[src/ldri_defines.svh]
// Offsets, field positions, reset values and timing counts of the reset and volume block
`ifndef LDRI_DEFINES_SVH
`define LDRI_DEFINES_SVH
// ==================================================
// Timing
`define LDRI_CLK_PERIOD_PS 5000
`define LDRI_INIT_TIME_NS 100
`define LDRI_INIT_CYCLES ((`LDRI_INIT_TIME_NS * 1000 + `LDRI_CLK_PERIOD_PS - 1) / `LDRI_CLK_PERIOD_PS)
`define LDRI_DIV_HALF 16'h0010
`define LDRI_FRAME_LINES 8'h21
// ==================================================
// Register byte offsets
`define LDRI_OFF_CTRL 8'h00
`define LDRI_OFF_SWRST 8'h04
`define LDRI_OFF_STATUS 8'h08
`define LDRI_OFF_START 8'h0C
`define LDRI_OFF_COLUMN 8'h10
`define LDRI_OFF_PAGE 8'h14
`define LDRI_OFF_VOLUME 8'h18
`define LDRI_OFF_SERIAL 8'h1C
`define LDRI_OFF_DATA 8'h20
// ==================================================
// Field positions
`define LDRI_BIT_DISP_ON 0
`define LDRI_BIT_REVERSE 1
`define LDRI_BIT_SEG_REV 2
`define LDRI_BIT_RMW 3
`define LDRI_BIT_STATIC 4
`define LDRI_BIT_TEST 5
`define LDRI_BIT_COM_REV 6
`define LDRI_BIT_PWR 8
`define LDRI_BIT_BIAS 12
`define LDRI_BIT_SWRST 0
`define LDRI_STS_BUSY 7
`define LDRI_STS_SEG_REV 6
`define LDRI_STS_OFF 5
`define LDRI_STS_RESET 4
// ==================================================
// Reset values and limits
`define LDRI_START_RST 6'h01
`define LDRI_COLUMN_RST 8'h00
`define LDRI_PAGE_RST 4'h0
`define LDRI_VOLUME_RST 5'h00
`define LDRI_PWR_RST 3'h0
`define LDRI_COLUMN_MAX 8'h83
`endif

[src/ldri_pkg.sv]
// Types shared by the reset and volume block
package ldri_pkg;
    typedef struct packed {
        logic displayOn;
        logic reverse;
        logic segReverse;
        logic rmwMode;
        logic staticInd;
        logic testMode;
        logic comReverse;
        logic [2:0] powerCtrl;
        logic biasHigh;
    } ldri_ctrl_t;

    typedef struct packed {
        logic wr;
        logic rd;
        logic [7:0] addr;
    } ldri_phase_t;

    typedef enum logic [1:0] {ST_RUN, ST_HWINIT, ST_SWINIT} ldri_state_t;
endpackage

[src/ldri_reset_ctrl.sv]
// Reset, software reset and contrast register control with an AHB-Lite register port
`timescale 1ns/1ps
`include "ldri_defines.svh"

module ldri_reset_ctrl #(
    parameter bit HIGH_VOLT = 1'b0,
    parameter int INIT_CYCLES = `LDRI_INIT_CYCLES,
    parameter int SERIAL_WIDTH = 8
) (
    input wire logic clock,
    input wire logic rst_n,
    input wire logic hardware_reset_pin_n,
    input wire logic hsel,
    input wire logic [31:0] haddr,
    input wire logic [1:0] htrans,
    input wire logic hwrite,
    input wire logic [2:0] hsize,
    input wire logic [31:0] hwdata,
    input wire logic hready,
    output logic hreadyout,
    output logic hresp,
    output logic [31:0] hrdata,
    input wire logic serialBit,
    input wire logic serialStrobe,
    output ldri_pkg::ldri_ctrl_t displayCfg,
    output logic [5:0] startLine,
    output logic [7:0] column,
    output logic [3:0] page,
    output logic [4:0] volume,
    output logic busy,
    output logic resetActive,
    output logic [SERIAL_WIDTH-1:0] serialByte,
    output logic serialValid,
    output logic lcd_ac_frame_signal,
    output logic display_clock_output,
    output logic common_start_pulse_output
);
    // ==================================================
    // Reset pin and serial input
    logic initRstN;

    ldri_rst_sync uSync (
        .clock(clock),
        .rst_n(rst_n),
        .hardware_reset_pin_n(hardware_reset_pin_n),
        .initRstN(initRstN)
    );

    ldri_serial_in #(
        .WIDTH(SERIAL_WIDTH)
    ) uSerial (
        .clock(clock),
        .initRstN(initRstN),
        .serialBit(serialBit),
        .serialStrobe(serialStrobe),
        .serialByte(serialByte),
        .serialValid(serialValid)
    );

    // ==================================================
    // Bus decode
    ldri_pkg::ldri_phase_t phase_r;
    ldri_pkg::ldri_state_t state_r;
    ldri_pkg::ldri_ctrl_t ctrl_r;
    ldri_pkg::ldri_ctrl_t ctrl_nxt;
    logic [15:0] initCnt_r;
    logic [5:0] startLine_r;
    logic [5:0] startLine_nxt;
    logic [7:0] column_r;
    logic [7:0] column_nxt;
    logic [3:0] page_r;
    logic [3:0] page_nxt;
    logic [4:0] volume_r;
    logic [4:0] volume_nxt;
    logic [31:0] hrdata_r;
    logic [31:0] rdMux;
    logic [31:0] ctrlWord;

    wire addrPhase = hsel & htrans[1] & hready;
    wire isBusy = (state_r != ldri_pkg::ST_RUN);
    // Commands arriving while busy are dropped, not queued
    wire wrEn = phase_r.wr & ~isBusy;
    wire rdEn = phase_r.rd & ~isBusy;
    wire wrCtrl = wrEn && (phase_r.addr == `LDRI_OFF_CTRL);
    wire wrSwrst = wrEn && (phase_r.addr == `LDRI_OFF_SWRST) && hwdata[`LDRI_BIT_SWRST];
    wire wrStart = wrEn && (phase_r.addr == `LDRI_OFF_START);
    wire wrColumn = wrEn && (phase_r.addr == `LDRI_OFF_COLUMN);
    wire wrPage = wrEn && (phase_r.addr == `LDRI_OFF_PAGE);
    wire wrVolume = wrEn && (phase_r.addr == `LDRI_OFF_VOLUME);
    wire wrData = wrEn && (phase_r.addr == `LDRI_OFF_DATA);
    wire rdData = rdEn && (phase_r.addr == `LDRI_OFF_DATA);
    // Read-modify-write freezes the counter on reads only
    wire colStep = wrData | (rdData & ~ctrl_r.rmwMode);
    wire swApply = wrSwrst;

    always_ff @(posedge clock or negedge initRstN) begin
        if (!initRstN) begin
            phase_r <= '0;
            hrdata_r <= 32'h0000_0000;
        end else begin
            phase_r.wr <= addrPhase & hwrite;
            phase_r.rd <= addrPhase & ~hwrite;
            phase_r.addr <= haddr[7:0];
            if (addrPhase & ~hwrite) begin
                hrdata_r <= rdMux;
            end
        end
    end

    // Zero wait states: every transfer completes in its data phase
    assign hreadyout = 1'b1;
    assign hresp = 1'b0;
    assign hrdata = hrdata_r;

    // ==================================================
    // Read mux
    always_comb begin
        ctrlWord = 32'h0000_0000;
        ctrlWord[`LDRI_BIT_DISP_ON] = ctrl_r.displayOn;
        ctrlWord[`LDRI_BIT_REVERSE] = ctrl_r.reverse;
        ctrlWord[`LDRI_BIT_SEG_REV] = ctrl_r.segReverse;
        ctrlWord[`LDRI_BIT_RMW] = ctrl_r.rmwMode;
        ctrlWord[`LDRI_BIT_STATIC] = ctrl_r.staticInd;
        ctrlWord[`LDRI_BIT_TEST] = ctrl_r.testMode;
        ctrlWord[`LDRI_BIT_COM_REV] = ctrl_r.comReverse;
        ctrlWord[`LDRI_BIT_PWR +: 3] = ctrl_r.powerCtrl;
        ctrlWord[`LDRI_BIT_BIAS] = ctrl_r.biasHigh;
    end

    always_comb begin
        rdMux = 32'h0000_0000;
        case (haddr[7:0])
            `LDRI_OFF_CTRL: rdMux = ctrlWord;
            `LDRI_OFF_STATUS: begin
                rdMux[`LDRI_STS_BUSY] = isBusy;
                rdMux[`LDRI_STS_SEG_REV] = ctrl_r.segReverse;
                rdMux[`LDRI_STS_OFF] = ~ctrl_r.displayOn;
                rdMux[`LDRI_STS_RESET] = isBusy;
            end
            `LDRI_OFF_START: rdMux[5:0] = startLine_r;
            `LDRI_OFF_COLUMN: rdMux[7:0] = column_r;
            `LDRI_OFF_PAGE: rdMux[3:0] = page_r;
            `LDRI_OFF_VOLUME: rdMux[4:0] = volume_r;
            `LDRI_OFF_SERIAL: rdMux[SERIAL_WIDTH-1:0] = serialByte;
            default: rdMux = 32'h0000_0000;
        endcase
    end

    // ==================================================
    // Next-state of the settings
    always_comb begin
        ctrl_nxt = ctrl_r;
        if (wrCtrl) begin
            ctrl_nxt.displayOn = hwdata[`LDRI_BIT_DISP_ON];
            ctrl_nxt.reverse = hwdata[`LDRI_BIT_REVERSE];
            ctrl_nxt.segReverse = hwdata[`LDRI_BIT_SEG_REV];
            ctrl_nxt.rmwMode = hwdata[`LDRI_BIT_RMW];
            ctrl_nxt.staticInd = hwdata[`LDRI_BIT_STATIC];
            ctrl_nxt.testMode = hwdata[`LDRI_BIT_TEST];
            ctrl_nxt.comReverse = hwdata[`LDRI_BIT_COM_REV];
            ctrl_nxt.powerCtrl = hwdata[`LDRI_BIT_PWR +: 3];
            ctrl_nxt.biasHigh = hwdata[`LDRI_BIT_BIAS];
        end
        // Display, segment direction, power and bias survive a software reset; common direction is cleared
        if (swApply) begin
            ctrl_nxt.staticInd = 1'b0;
            ctrl_nxt.comReverse = 1'b0;
            ctrl_nxt.testMode = 1'b0;
        end
    end

    always_comb begin
        startLine_nxt = wrStart ? hwdata[5:0] : startLine_r;
        page_nxt = wrPage ? hwdata[3:0] : page_r;
        volume_nxt = wrVolume ? hwdata[4:0] : volume_r;
        column_nxt = column_r;
        if (wrColumn) begin
            column_nxt = hwdata[7:0];
        end else if (colStep && column_r < `LDRI_COLUMN_MAX) begin
            column_nxt = column_r + 8'h01;
        end
        if (swApply) begin
            startLine_nxt = `LDRI_START_RST;
            column_nxt = `LDRI_COLUMN_RST;
            page_nxt = `LDRI_PAGE_RST;
            volume_nxt = `LDRI_VOLUME_RST;
        end
    end

    // ==================================================
    // Settings registers
    always_ff @(posedge clock or negedge initRstN) begin
        if (!initRstN) begin
            ctrl_r.displayOn <= 1'b0;
            ctrl_r.reverse <= 1'b0;
            ctrl_r.segReverse <= 1'b0;
            ctrl_r.rmwMode <= 1'b0;
            ctrl_r.staticInd <= 1'b0;
            ctrl_r.testMode <= 1'b0;
            ctrl_r.comReverse <= 1'b0;
            ctrl_r.powerCtrl <= `LDRI_PWR_RST;
            ctrl_r.biasHigh <= HIGH_VOLT;
            startLine_r <= `LDRI_START_RST;
            column_r <= `LDRI_COLUMN_RST;
            page_r <= `LDRI_PAGE_RST;
            volume_r <= `LDRI_VOLUME_RST;
        end else begin
            ctrl_r <= ctrl_nxt;
            startLine_r <= startLine_nxt;
            column_r <= column_nxt;
            page_r <= page_nxt;
            volume_r <= volume_nxt;
        end
    end

    // ==================================================
    // Initialisation sequencer
    always_ff @(posedge clock or negedge initRstN) begin
        if (!initRstN) begin
            state_r <= ldri_pkg::ST_HWINIT;
            initCnt_r <= 16'(INIT_CYCLES);
        end else begin
            case (state_r)
                ldri_pkg::ST_RUN: begin
                    if (swApply) begin
                        state_r <= ldri_pkg::ST_SWINIT;
                        initCnt_r <= 16'(INIT_CYCLES);
                    end
                end
                ldri_pkg::ST_HWINIT, ldri_pkg::ST_SWINIT: begin
                    if (initCnt_r <= 16'h0001) begin
                        state_r <= ldri_pkg::ST_RUN;
                        initCnt_r <= 16'h0000;
                    end else begin
                        initCnt_r <= initCnt_r - 16'h0001;
                    end
                end
                default: state_r <= ldri_pkg::ST_RUN;
            endcase
        end
    end

    assign busy = isBusy;
    assign resetActive = isBusy;
    assign displayCfg = ctrl_r;
    assign startLine = startLine_r;
    assign column = column_r;
    assign page = page_r;
    assign volume = volume_r;

    // ==================================================
    // Display timing, untouched by the reset pin
    logic [15:0] divCnt_r;
    logic [7:0] lineCnt_r;
    logic dispClk_r;
    logic frame_r;
    logic startPulse_r;
    wire divWrap = (divCnt_r == `LDRI_DIV_HALF - 16'h0001);
    wire lineEnd = divWrap & dispClk_r;
    wire frameEnd = lineEnd && (lineCnt_r == `LDRI_FRAME_LINES - 8'h01);

    // Only the system reset stops the timing chain
    always_ff @(posedge clock or negedge rst_n) begin
        if (!rst_n) begin
            divCnt_r <= 16'h0000;
            lineCnt_r <= 8'h00;
            dispClk_r <= 1'b0;
            frame_r <= 1'b0;
            startPulse_r <= 1'b0;
        end else begin
            divCnt_r <= divWrap ? 16'h0000 : divCnt_r + 16'h0001;
            dispClk_r <= dispClk_r ^ divWrap;
            if (lineEnd) begin
                lineCnt_r <= frameEnd ? 8'h00 : lineCnt_r + 8'h01;
            end
            frame_r <= frame_r ^ frameEnd;
            startPulse_r <= frameEnd;
        end
    end

    assign lcd_ac_frame_signal = frame_r;
    assign display_clock_output = dispClk_r;
    assign common_start_pulse_output = startPulse_r;

    // ==================================================
    // Checks
    AST_HW_DISPLAY: assert property (
        @(posedge clock) disable iff (!rst_n)
        !initRstN |-> (!displayCfg.displayOn && !displayCfg.reverse && !displayCfg.segReverse
        && !displayCfg.rmwMode && displayCfg.powerCtrl == 3'h0
        && displayCfg.biasHigh == HIGH_VOLT))
        else $error("Display settings not at reset state");
    AST_HW_ADDRESS: assert property (
        @(posedge clock) disable iff (!rst_n)
        !initRstN |-> (startLine == 6'h01 && column == 8'h00 && page == 4'h0
        && volume == 5'h00 && !displayCfg.comReverse))
        else $error("Address or volume registers not at reset state");
    AST_HW_SERIAL: assert property (
        @(posedge clock) disable iff (!rst_n)
        !initRstN |-> (serialByte == '0 && !serialValid))
        else $error("Serial register not cleared on reset");
    AST_OSC_RUNS: assert property (
        @(posedge clock) disable iff (!rst_n)
        (!initRstN && !divWrap) |=> divCnt_r == $past(divCnt_r) + 16'h0001)
        else $error("Display timing stopped by reset pin");
    AST_SW_KEEPS: assert property (
        @(posedge clock) disable iff (!initRstN)
        swApply |=> (displayCfg.displayOn == $past(ctrl_r.displayOn)
        && displayCfg.powerCtrl == $past(ctrl_r.powerCtrl) && startLine == 6'h01
        && volume == 5'h00 && column == 8'h00 && busy))
        else $error("Software reset touched wrong settings");
    AST_VOL_WRITE: assert property (
        @(posedge clock) disable iff (!initRstN)
        wrVolume |=> volume == $past(hwdata[4:0]))
        else $error("Volume write not stored");
    AST_PWR_FIELD: assert property (
        @(posedge clock) disable iff (!initRstN)
        wrCtrl |=> displayCfg.powerCtrl == $past(hwdata[`LDRI_BIT_PWR +: 3]))
        else $error("Power control field not stored");
    AST_BUSY_REJECT: assert property (
        @(posedge clock) disable iff (!initRstN)
        (busy && phase_r.wr && phase_r.addr == `LDRI_OFF_VOLUME) |=> $stable(volume))
        else $error("Command accepted while busy");
    AST_INIT_HOLD: assert property (
        @(posedge clock) disable iff (!rst_n)
        $rose(initRstN) |-> resetActive [*8])
        else $error("Reset status dropped too early");
    AST_INIT_DONE: assert property (
        @(posedge clock) disable iff (!initRstN)
        $rose(initRstN) |-> ##[1:1000] !resetActive)
        else $error("Initialisation never completed");
endmodule

[src/ldri_rst_sync.sv]
// Reset pin synchroniser: asserts at once, releases on the clock
`timescale 1ns/1ps
module ldri_rst_sync (
    input wire logic clock,
    input wire logic rst_n,
    input wire logic hardware_reset_pin_n,
    output logic initRstN
);
    logic meta_r;
    logic hold_r;
    wire arstN = rst_n & hardware_reset_pin_n;

    always_ff @(posedge clock or negedge arstN) begin
        if (!arstN) begin
            meta_r <= 1'b0;
            hold_r <= 1'b0;
        end else begin
            meta_r <= 1'b1;
            hold_r <= meta_r;
        end
    end

    assign initRstN = hold_r;
endmodule

[src/ldri_serial_in.sv]
// Serial command input register, most significant bit first
`timescale 1ns/1ps
module ldri_serial_in #(
    parameter int WIDTH = 8
) (
    input wire logic clock,
    input wire logic initRstN,
    input wire logic serialBit,
    input wire logic serialStrobe,
    output logic [WIDTH-1:0] serialByte,
    output logic serialValid
);
    localparam int CW = $clog2(WIDTH);
    logic [WIDTH-1:0] shift_r;
    logic [CW-1:0] cnt_r;
    wire last = (cnt_r == CW'(WIDTH - 1));

    // A half-shifted byte is dropped on reset
    always_ff @(posedge clock or negedge initRstN) begin
        if (!initRstN) begin
            shift_r <= '0;
            cnt_r <= '0;
            serialByte <= '0;
            serialValid <= 1'b0;
        end else begin
            serialValid <= serialStrobe & last;
            if (serialStrobe) begin
                shift_r <= {shift_r[WIDTH-2:0], serialBit};
                cnt_r <= last ? '0 : cnt_r + 1'b1;
                if (last) begin
                    serialByte <= {shift_r[WIDTH-2:0], serialBit};
                end
            end
        end
    end
endmodule

[config.mk]
export PLATFORM = sky130hd
export DESIGN_NAME = ldri_reset_ctrl
export DESIGN_NICKNAME = d
export VERILOG_FILES = /design/src/ldri_pkg.sv /design/src/ldri_reset_ctrl.sv /design/src/ldri_rst_sync.sv /design/src/ldri_serial_in.sv
export VERILOG_INCLUDE_DIRS = /design/src
export SDC_FILE = /design/constraint.sdc
export NUM_CORES = 1
export LEC_CHECK = 0
export BUFFER_PORTS_ARGS = -buffer_cell sky130_fd_sc_hd__buf_2
export CORE_MARGIN = 2
export CORE_UTILIZATION = 25
export DETAILED_ROUTE_END_ITERATION = 12
export SETUP_SLACK_MARGIN = 0.3
export SYNTH_ARGS = -nofsm -noshare
export SYNTH_HDL_FRONTEND = slang
export SYNTH_HIERARCHICAL = 1
export SYNTH_SLANG_ARGS = --single-unit
[constraint.sdc]
create_clock -name clock -period 2.7 [get_ports clock]
set_input_delay 0.81 -clock clock [delete_from_list [all_inputs] [get_ports clock]]
set_output_delay 0.81 -clock clock [all_outputs]
set_load 0.05 [all_outputs]
Yosys cells after proc, flatten, opt, wreduce, memory -nomap -nowiden
Index checks and enable logic that the tools add are counted.
{ "totals": {"in_bits": 77, "out_inout_bits": 82, "wordCells": 123, "regBits": 142} }
{ "classes": {"magnitude_cmp": 2, "n_bitwise": 17, "addsub": 5, "n_eq_ne": 19, "n_mux": 25, "n_reduce_logical": 25} }
{ "ops": {"columns": ["cell", "n"], "rows": [
  ["== test 8 x 5 -> 1 bit (second input constant)", 7],
  ["two-way mux 16 bit", 3],
  ["two-way mux 8 bit", 4],
  ["one-hot mux 16 bit (2 select lines)", 1],
  ["== test 8 x 4 -> 1 bit (second input constant)", 3],
  ["one-hot mux 4 bit (6 select lines)", 1],
  ["adder 16 x 1 -> 16 bit (second input constant)", 1],
  ["adder 8 x 1 -> 8 bit (second input constant)", 2],
  ["== test 16 x 4 -> 1 bit (second input constant)", 1],
  ["== test 8 x 6 -> 1 bit (second input constant)", 2],
  ["less-or-equal comparator 16 x 1 -> 1 bit (second input constant)", 1],
  ["zero test 8 bit", 2],
  ["subtractor 16 x 1 -> 16 bit (second input constant)", 1],
  ["two-way mux 5 bit", 3],
  ["two-way mux 6 bit", 2],
  ["nonzero test 2 bit", 6],
  ["logical AND 1 bit", 11],
  ["AND 1 bit", 10],
  ["== test 8 x 3 -> 1 bit (second input constant)", 1],
  ["< comparator 8 bit (second input constant)", 1],
  ["two-way mux 4 bit", 2],
  ["one-hot mux 2 bit (4 select lines)", 1],
  ["two-way mux 7 bit", 1],
  ["two-way mux 3 bit", 2],
  ["other kinds (16)", 24]
]} }

Depth between registers and ports, before layout
Gate-level depths: netlist of the first run.
{ "logic_depth": {"word_depth": 10, "ltp_mapped": 10, "depth_no_buf": 8} }

Cells and area by module
Netlist of the first run, hierarchy kept.
{ "by_module_without_submodules": {"columns": ["module", "instances", "area_per_inst_um2", "cells_per_inst", "seq_area_each_um2"], "rows": [
  ["ldri_reset_ctrl", 1, 5177.5, 497, 2532.4],
  ["ldri_serial_in", 1, 732.0, 45, 475.5],
  ["ldri_rst_sync", 1, 60.1, 4, 50.0]
]} }

Worst setup path before layout of the first run
No wires, ideal clock.
{ "synth_timing": {"kind": "reg2reg", "start": "register divCnt_r[0]", "end": "register lineCnt_r[0]", "path_slack_ns": 0.338, "arrival_ns": 2.279, "path_stages_with_launch": 11, "period_less_slack_ns": 2.362, "required_ns": 2.617, "path_cell_list": "dfrtp_1 -> ha_1 -> and3_1 -> and4_1 -> clkbuf_1 -> ha_1 -> nor4bb_1 -> and4b_1 -> clkbuf_1 -> or3b_2 -> o21ai_0"} }
{ "synth_via": {"elab_chain_cells": 4} }
{ "synth_rtl": {"columns": ["element", "line", "rtl"], "rows": [
  ["start: declaration", "ldri_reset_ctrl.sv:253", "logic [15:0] divCnt_r;"],
  ["start signal: assignment", "ldri_reset_ctrl.sv:271", "divCnt_r <= divWrap ? 16'h0000 : divCnt_r + 16'h0001;"],
  ["== test 16 x 4 -> 1 bit", "ldri_reset_ctrl.sv:258", "wire divWrap = (divCnt_r == `LDRI_DIV_HALF - 16'h0001);"],
  ["AND 1 bit", "ldri_reset_ctrl.sv:259", "wire lineEnd = divWrap & dispClk_r;"],
  ["named net lineEnd", "ldri_reset_ctrl.sv:259", null],
  ["logical AND 1 bit", "ldri_reset_ctrl.sv:260", "wire frameEnd = lineEnd && (lineCnt_r == `LDRI_FRAME_LINES - 8'h01);"],
  ["named net frameEnd", "ldri_reset_ctrl.sv:260", null],
  ["two-way mux 8 bit", "ldri_reset_ctrl.sv:274", "lineCnt_r <= frameEnd ? 8'h00 : lineCnt_r + 8'h01;"],
  ["end signal: assignment", "ldri_reset_ctrl.sv:274", null],
  ["end: declaration", "ldri_reset_ctrl.sv:254", "logic [7:0] lineCnt_r;"]
]} }
The timed path passes the listed nets, and every way through them passes these cells.
A chain may end at the register's enable or synchronous reset.

Worst setup path in the final report of the first run
{ "layout_timing": {"start": "register state_r[0]", "end": "output port resetActive"} }
{ "layout_via": {"elab_chain_cells": 1} }
{ "layout_rtl": {"columns": ["element", "line", "rtl"], "rows": [
  ["start: declaration", "ldri_reset_ctrl.sv:63", "ldri_pkg::ldri_state_t state_r;"],
  ["start signal: assignment", "ldri_reset_ctrl.sv:220", "state_r <= ldri_pkg::ST_HWINIT;"],
  ["start signal: assignment", "ldri_reset_ctrl.sv:226", "state_r <= ldri_pkg::ST_SWINIT;"],
  ["start signal: assignment", "ldri_reset_ctrl.sv:232", "state_r <= ldri_pkg::ST_RUN;"],
  ["nonzero test 2 bit", "ldri_reset_ctrl.sv:80", "wire isBusy = (state_r != ldri_pkg::ST_RUN);"],
  ["end: declaration", "ldri_reset_ctrl.sv:31", "output logic resetActive,"]
]} }
Every way passes these cells.

==> results of run 1 <==
flip-flops by register name, summed over array words and instances (netlist names), 3 cells and up:
register,flops
column,8
displayCfg,11
divCnt_r,16
hrdata,12
initCnt_r,16
lineCnt_r,8
page,4
phase_r,10
startLine,6
uSerial/cnt_r,3
uSerial/serialByte,8
uSerial/shift_r,7
volume,5
cells in the final DEF, fill, tap and decap left out, drive strengths merged, types with 16 or more instances in the layout:
master    n
nor2     45
conb     23
buf     107
nand2    39
nor3     16
o21ai    31
inv      22
mux2i    27
mux2     25
nand3    21
dfrtp   118
clkbuf   17
a21oi    18
per-layer routing:
metal / part of all wire [%] / vias to the layer above
met5: 0.071 / -
met2: 48 / 123
met3: 8.2 / 21
met4: 1.3 / 2
met1: 43 / 2190
li1: - / 2139
area by class of cell:
type	count	area (um2)	area share, %
repair buffers	107	606.8	8.190
diodes	2	5.005	0.06754
clock buffers	17	425.4	5.741
clock inverters	15	177.7	2.398
well taps	319	399.1	5.387
multi-input cells	386	2674	36.09
inverters	15	60.06	0.8105
flip-flops and latches	122	3062	41.32
cell families (layout without fill, tap and decap cells):
family / after synthesis / count (layout)
and+or+nand+nor: 177 / 177
muxes: 53 / 53
buffers and inverters: 58 / 154
adders and majority gates: 10 / 10
xor gates and xnor gates: 28 / 28
DFF: 122 / 122
AOI/OAI and AO/OA: 95 / 95
other: 3 / 25
through the flow:
step / util [%] / setup WS, ns
finish: 31.57 / 0.3216
floorplan: - / 0.3385
detailed placement: 28.66 / 0.3812
CTS: 31.43 / 0.3012
global placement: 28.66 / 0.3956
global route: 31.55 / 0.2943
repair_timing:
| action | CTS | global route |
|---|---|---|
| endpoints found under the setup margin | 3 | 8 |
| setup buffers | 2 | 1 |
| hold buffers | 0 | 0 |
| resized for setup | 10 | 5 |
| pin swaps | 1 | 2 |
worst max-delay path: cells and delay by family, from the launching register on:
family,cells,cell delay [ns]
flops,1,0.52
buf+inv,4,0.46
fa+ha+maj,1,0.15
where the power goes:
part           total [mW]  leakage, nW  internal (mW)  switching [mW]
sequential           2.09         1.54           1.97           0.129
combinational       0.776         1.64          0.215           0.561
clock                2.33        0.287           1.39           0.939
total                5.20         3.47           3.57            1.63
how the worst max path moves through the flow:
stage	from	end	cells past startpoint
floorplan	divCnt_r[0]	lineCnt_r[0]	10
CTS	state_r[0]	resetActive	5
global route	state_r[0]	busy	5
detailed placement	divCnt_r[0]	lineCnt_r[0]	8
global placement	divCnt_r[0]	lineCnt_r[0]	8
finish	state_r[0]	resetActive	5
==> impl_metrics.tcl, run 1 <==
set metrics [dict create \
    status "complete, no violations" \
    r2r_slack_ns 0.41 \
    r2r-end "initCnt_r[11]" \
    dieArea_um2 25130 \
    yosys.area_share.simple_pct 16.08 \
    top_usage_layer "met2" \
    placed_area_um2 6728 \
    syn_avg_cell_area_um2 10.93 \
    ys_types 67 \
    antenna_found_initial 2 \
    timing.rr.start "phase_r[4]" \
    synthArstFlopShare_pct 100.0 \
    viasPerCell 4.552 \
    maxSlewHeadroom_pct 54.52 \
    grt_pass1_vias 4383 \
    drt_iter0_drc 191 \
    holdWs_ns 0.2824 \
    synth_top_family_by_area "simple AND/OR/NAND/NOR gates" \
    reg2reg_depth 6 \
    cp_slowest_stage_delay_ns 0.52 \
    grtUsageMet2_pct 21.20 \
    period_needed_ns 2.378 \
    ir_drop_mv 0.3837 \
    power_mw 5.201 \
    grt_util_all_layers_pct 13.01 \
    yosysSeqAreaShare_pct 51.23 \
    netlist_area_um2 5969 \
    clk_pin_slew_worst_paths_ns 0.06 \
    p_per_area_nw_per_um2 702.0 \
    synth-edff-count 0 \
    syn_inst 546 \
    finClkSkew_ns 0.01092 \
    crit_required_ns 1.89 \
    gr-total-overflow 0 \
    finalSetupTns_ns 0 \
    slowest_stage "dfstp_2" \
    setup_violations 0 \
    synth_area_leader_cell "dfrtp_1" \
    netlist_top_cells_count "118 x dfrtp_1, 45 x nor2_1, 38 x nand2_1" \
    fillers 2425 \
    worstPathCellList "inv_2 > ha_4 > buf_6 > clkinvlp_4 > buf_8" \
    dp_hpwl_um 11320 \
    synth_most_common_cell "dfrtp_1" \
    nNetsFinal 736 \
    ant_nets 0 \
    initial_core_util_pct 25.43 \
    crit_arrival_ns 1.57 \
    clk_latency_ns 0.42 \
    stdcell_area_um2 7410 \
    synth_ff_type "dfrtp_1" \
    dr.pass1.iters 4 \
    p_leak_nw 3.468 \
    layoutNonFillerInstCount 983 \
    ys_seq_elements 122 \
    worst-path-max-fanout 3 \
    port_buffers 88 \
    period_share_pct 88.09 \
    die_y_um 158.5 \
    cap_violations 0 \
    post_drt_wl_per_cell_um 15.76 \
    yosysTopAreaCellShare_pct 49.47 \
    hold_class "in2async" \
    io_pins 159 \
    rsz0062_at_grt "yes" \
    syn_to_final_growth_pct 24.12 \
    clock_sinks 122 \
    grt_use_met3_pct 5.471 \
    drive_gt1_share_pct 28.85 \
    cts_buffers 17 \
    synth_xor_area_share_pct 4.108 \
    critPathKind "reg2out" \
    tightest_slew_ns 0.6796 \
    grt_max_degree 38 \
    wl_um 15500 \
    rows 56 \
    slew_viol_final 0 \
    hold_violations 0 \
    synth_compound_area_share_pct 11.05 \
    grt_util_met1_pct 15.79 \
    htree_levels 4 \
    route.detailed.drc 0 \
    end_kind "primary output" \
    fp.coreArea_um2 23470 \
    start_kind "flop" \
    grt_pass1_wl_um 24510 \
    synthMuxAreaShare_pct 9.621 \
    cts_tree "yes" \
    yosys-top-cells-area "dfrtp_1 49%, mux2_2 4.7%, mux2i_1 4.5%, buf_4 3.0%, nor2_1 2.8%" \
    gp_congestion 0.8452 \
    synth_adder_area_share_pct 2.096 \
    die_w_um 158.5 \
    ys_warn_count 6 \
    timing.fmax_ghz 0.4205 \
    dp_cells 946 \
    cts_buffer_depth 2 \
    num_vias 4475 \
    cts_root_buf "clkbuf_16" \
]
No activity file was read; power rests on OpenSTA's default activity.
==> inputs of run 2 (changes only) <==
- CORE_MARGIN: 2 -> not set
==> impl_metrics.tcl, run 2 (synthesis gave the netlist of run 1 again) <==
set metrics [dict create \
    power_mw 4.937 \
    syn_to_final_growth_pct 22.55 \
    route.detailed.drc 0 \
    gp_congestion 0.8405 \
    drt_iter0_drc 284 \
    cts_root_buf "clkbuf_16" \
    hold_violations 0 \
    slew_viol_final 0 \
    comb_power_share_pct 15.6 \
    final_common_cell "dfrtp_1" \
    hold_class "in2async" \
    cts_buffers 17 \
    post_drt_wl_per_cell_um 15.91 \
    fp.coreArea_um2 23470 \
    maxSlewHeadroom_pct 54.33 \
    worst-path-max-fanout 4 \
    grt_util_all_layers_pct 13.62 \
    num_vias 4472 \
    viasPerCell 4.577 \
    end_kind "primary output" \
    dp_worst_setup_slack_ns 0.3300 \
    drive_gt1_share_pct 27.55 \
    dr.pass1.iters 4 \
    clk_pin_slew_worst_paths_ns 0.06 \
    grt_max_degree 52 \
    dp_hpwl_um 11300 \
    cap_violations 0 \
    ctsHoldBuffers 0 \
    io_pins 159 \
    wl_um 15540 \
    clk_latency_ns 0.42 \
    tightest_slew_ns 0.6850 \
    critPathKind "reg2out" \
    grtUsageMet2_pct 21.26 \
    dp_cells 943 \
    rows 56 \
    post-route-util_pct 31.17 \
    p_leak_nw 3.426 \
    clock_power_share_pct 41.9 \
    status "complete, no violations" \
    grt_pass1_vias 4390 \
    finClkSkew_ns 0.01132 \
    swShare_pct 30.06 \
    final_cell_mix "117 x dfrtp_1, 86 x buf_2, 44 x nor2_1" \
    initial_core_util_pct 25.43 \
    ant_nets 0 \
    crit_required_ns 1.89 \
    r2r_slack_ns 0.36 \
    die_w_um 156.5 \
    die_y_um 156.5 \
    start_kind "flop" \
    timing.fmax_ghz 0.4244 \
    cts_tree "yes" \
    layout_setup_ws_ns 0.3435 \
    dieArea_um2 24500 \
    ir_drop_mv 0.3786 \
    period_share_pct 87.28 \
    rsz0062_at_grt "yes" \
    top_usage_layer "met2" \
    port_buffers 88 \
    p_int_mw 3.453 \
    gr-total-overflow 0 \
    antenna_found_initial 2 \
    finalSetupTns_ns 0 \
    seq_power_share_pct 42.6 \
    p_switching_mw 1.484 \
    layoutNonFillerInstCount 977 \
    grt_util_met1_pct 16.57 \
    grt_use_met3_pct 5.982 \
    htree_levels 4 \
    nNetsFinal 733 \
    grt_pass1_wl_um 24950 \
    setup_violations 0 \
    cts_buffer_depth 2 \
    crit_arrival_ns 1.55 \
    reg2reg_depth 8 \
    period_needed_ns 2.356 \
    p_per_area_nw_per_um2 674.8 \
    clock_sinks 122 \
]
## run 2: cell types whose count changed in the layout (fill, tap and decap cells not counted), sizes merged
cell,change
clkinvlp,-1
buf,-3
diode,-1
clkbuf,+5
clkinv,+3
inv,-8
bufinv,-1
## run 2: path summary, 6_finish.rpt
path,start,to
max,state_r[0],resetActive
min,rst_n,divCnt_r[6]
max reg2reg,divCnt_r[0],lineCnt_r[0]
min reg2reg,uSync/meta_r,uSync/initRstN
max in group asynchronous,uSync/initRstN,initCnt_r[4]
min in group clock,uSync/meta_r,uSync/initRstN
## run 2: area by class of cell
type                            count  area (um2)
Clock buffer                       22       454.2
Inverter                           15       60.06
Timing Repair Buffer              104       596.8
Antenna cell                        1       2.502
Tap cell                          319       399.1
Sequential cell                   122        3062
Multi-Input combinational cell    386        2668
Fill cell                        2401       16160
Clock inverter                      8       73.82
## run 2: worst max-delay path, stage by stage (launching register included)
cell	delay, ns
dfstp_2	0.52
inv_2	0.05
ha_4	0.15
buf_6	0.12
clkinvlp_4	0.12
buf_8	0.16
## run 2: through the flow
stage	instance area, um2	hold slack, ns
floorplan	6046	0.3311
global placement	6718	0.3352
detailed placement	6718	0.3403
CTS	7283	0.3010
global route	7313	0.3013
finish	7316	0.2991
## run 2: what timing repair did
item | in CTS | in global routing
pin swaps | 1 | 2
buffers inserted | 1 | 2
resized for setup | 9 | 5
setup endpoints to repair | 2 | 11
## run 2: routing by layer
metal,up-vias,wire length (um)
li1,2128,-
met1,2204,6548
met2,115,7424
met3,21,1267
met4,4,279
met5,-,22
## run 2: power by group through the flow
stage                     Combinational, mW  Clock (mW)  Sequential (mW)
after floorplan                       0.301           0             2.39
after global placement                0.769           0             2.13
after detailed placement              0.777           0             2.14
after CTS                             0.779        2.13             2.11
after global routing                  0.829        2.21             2.12
final                                 0.768        2.07             2.10
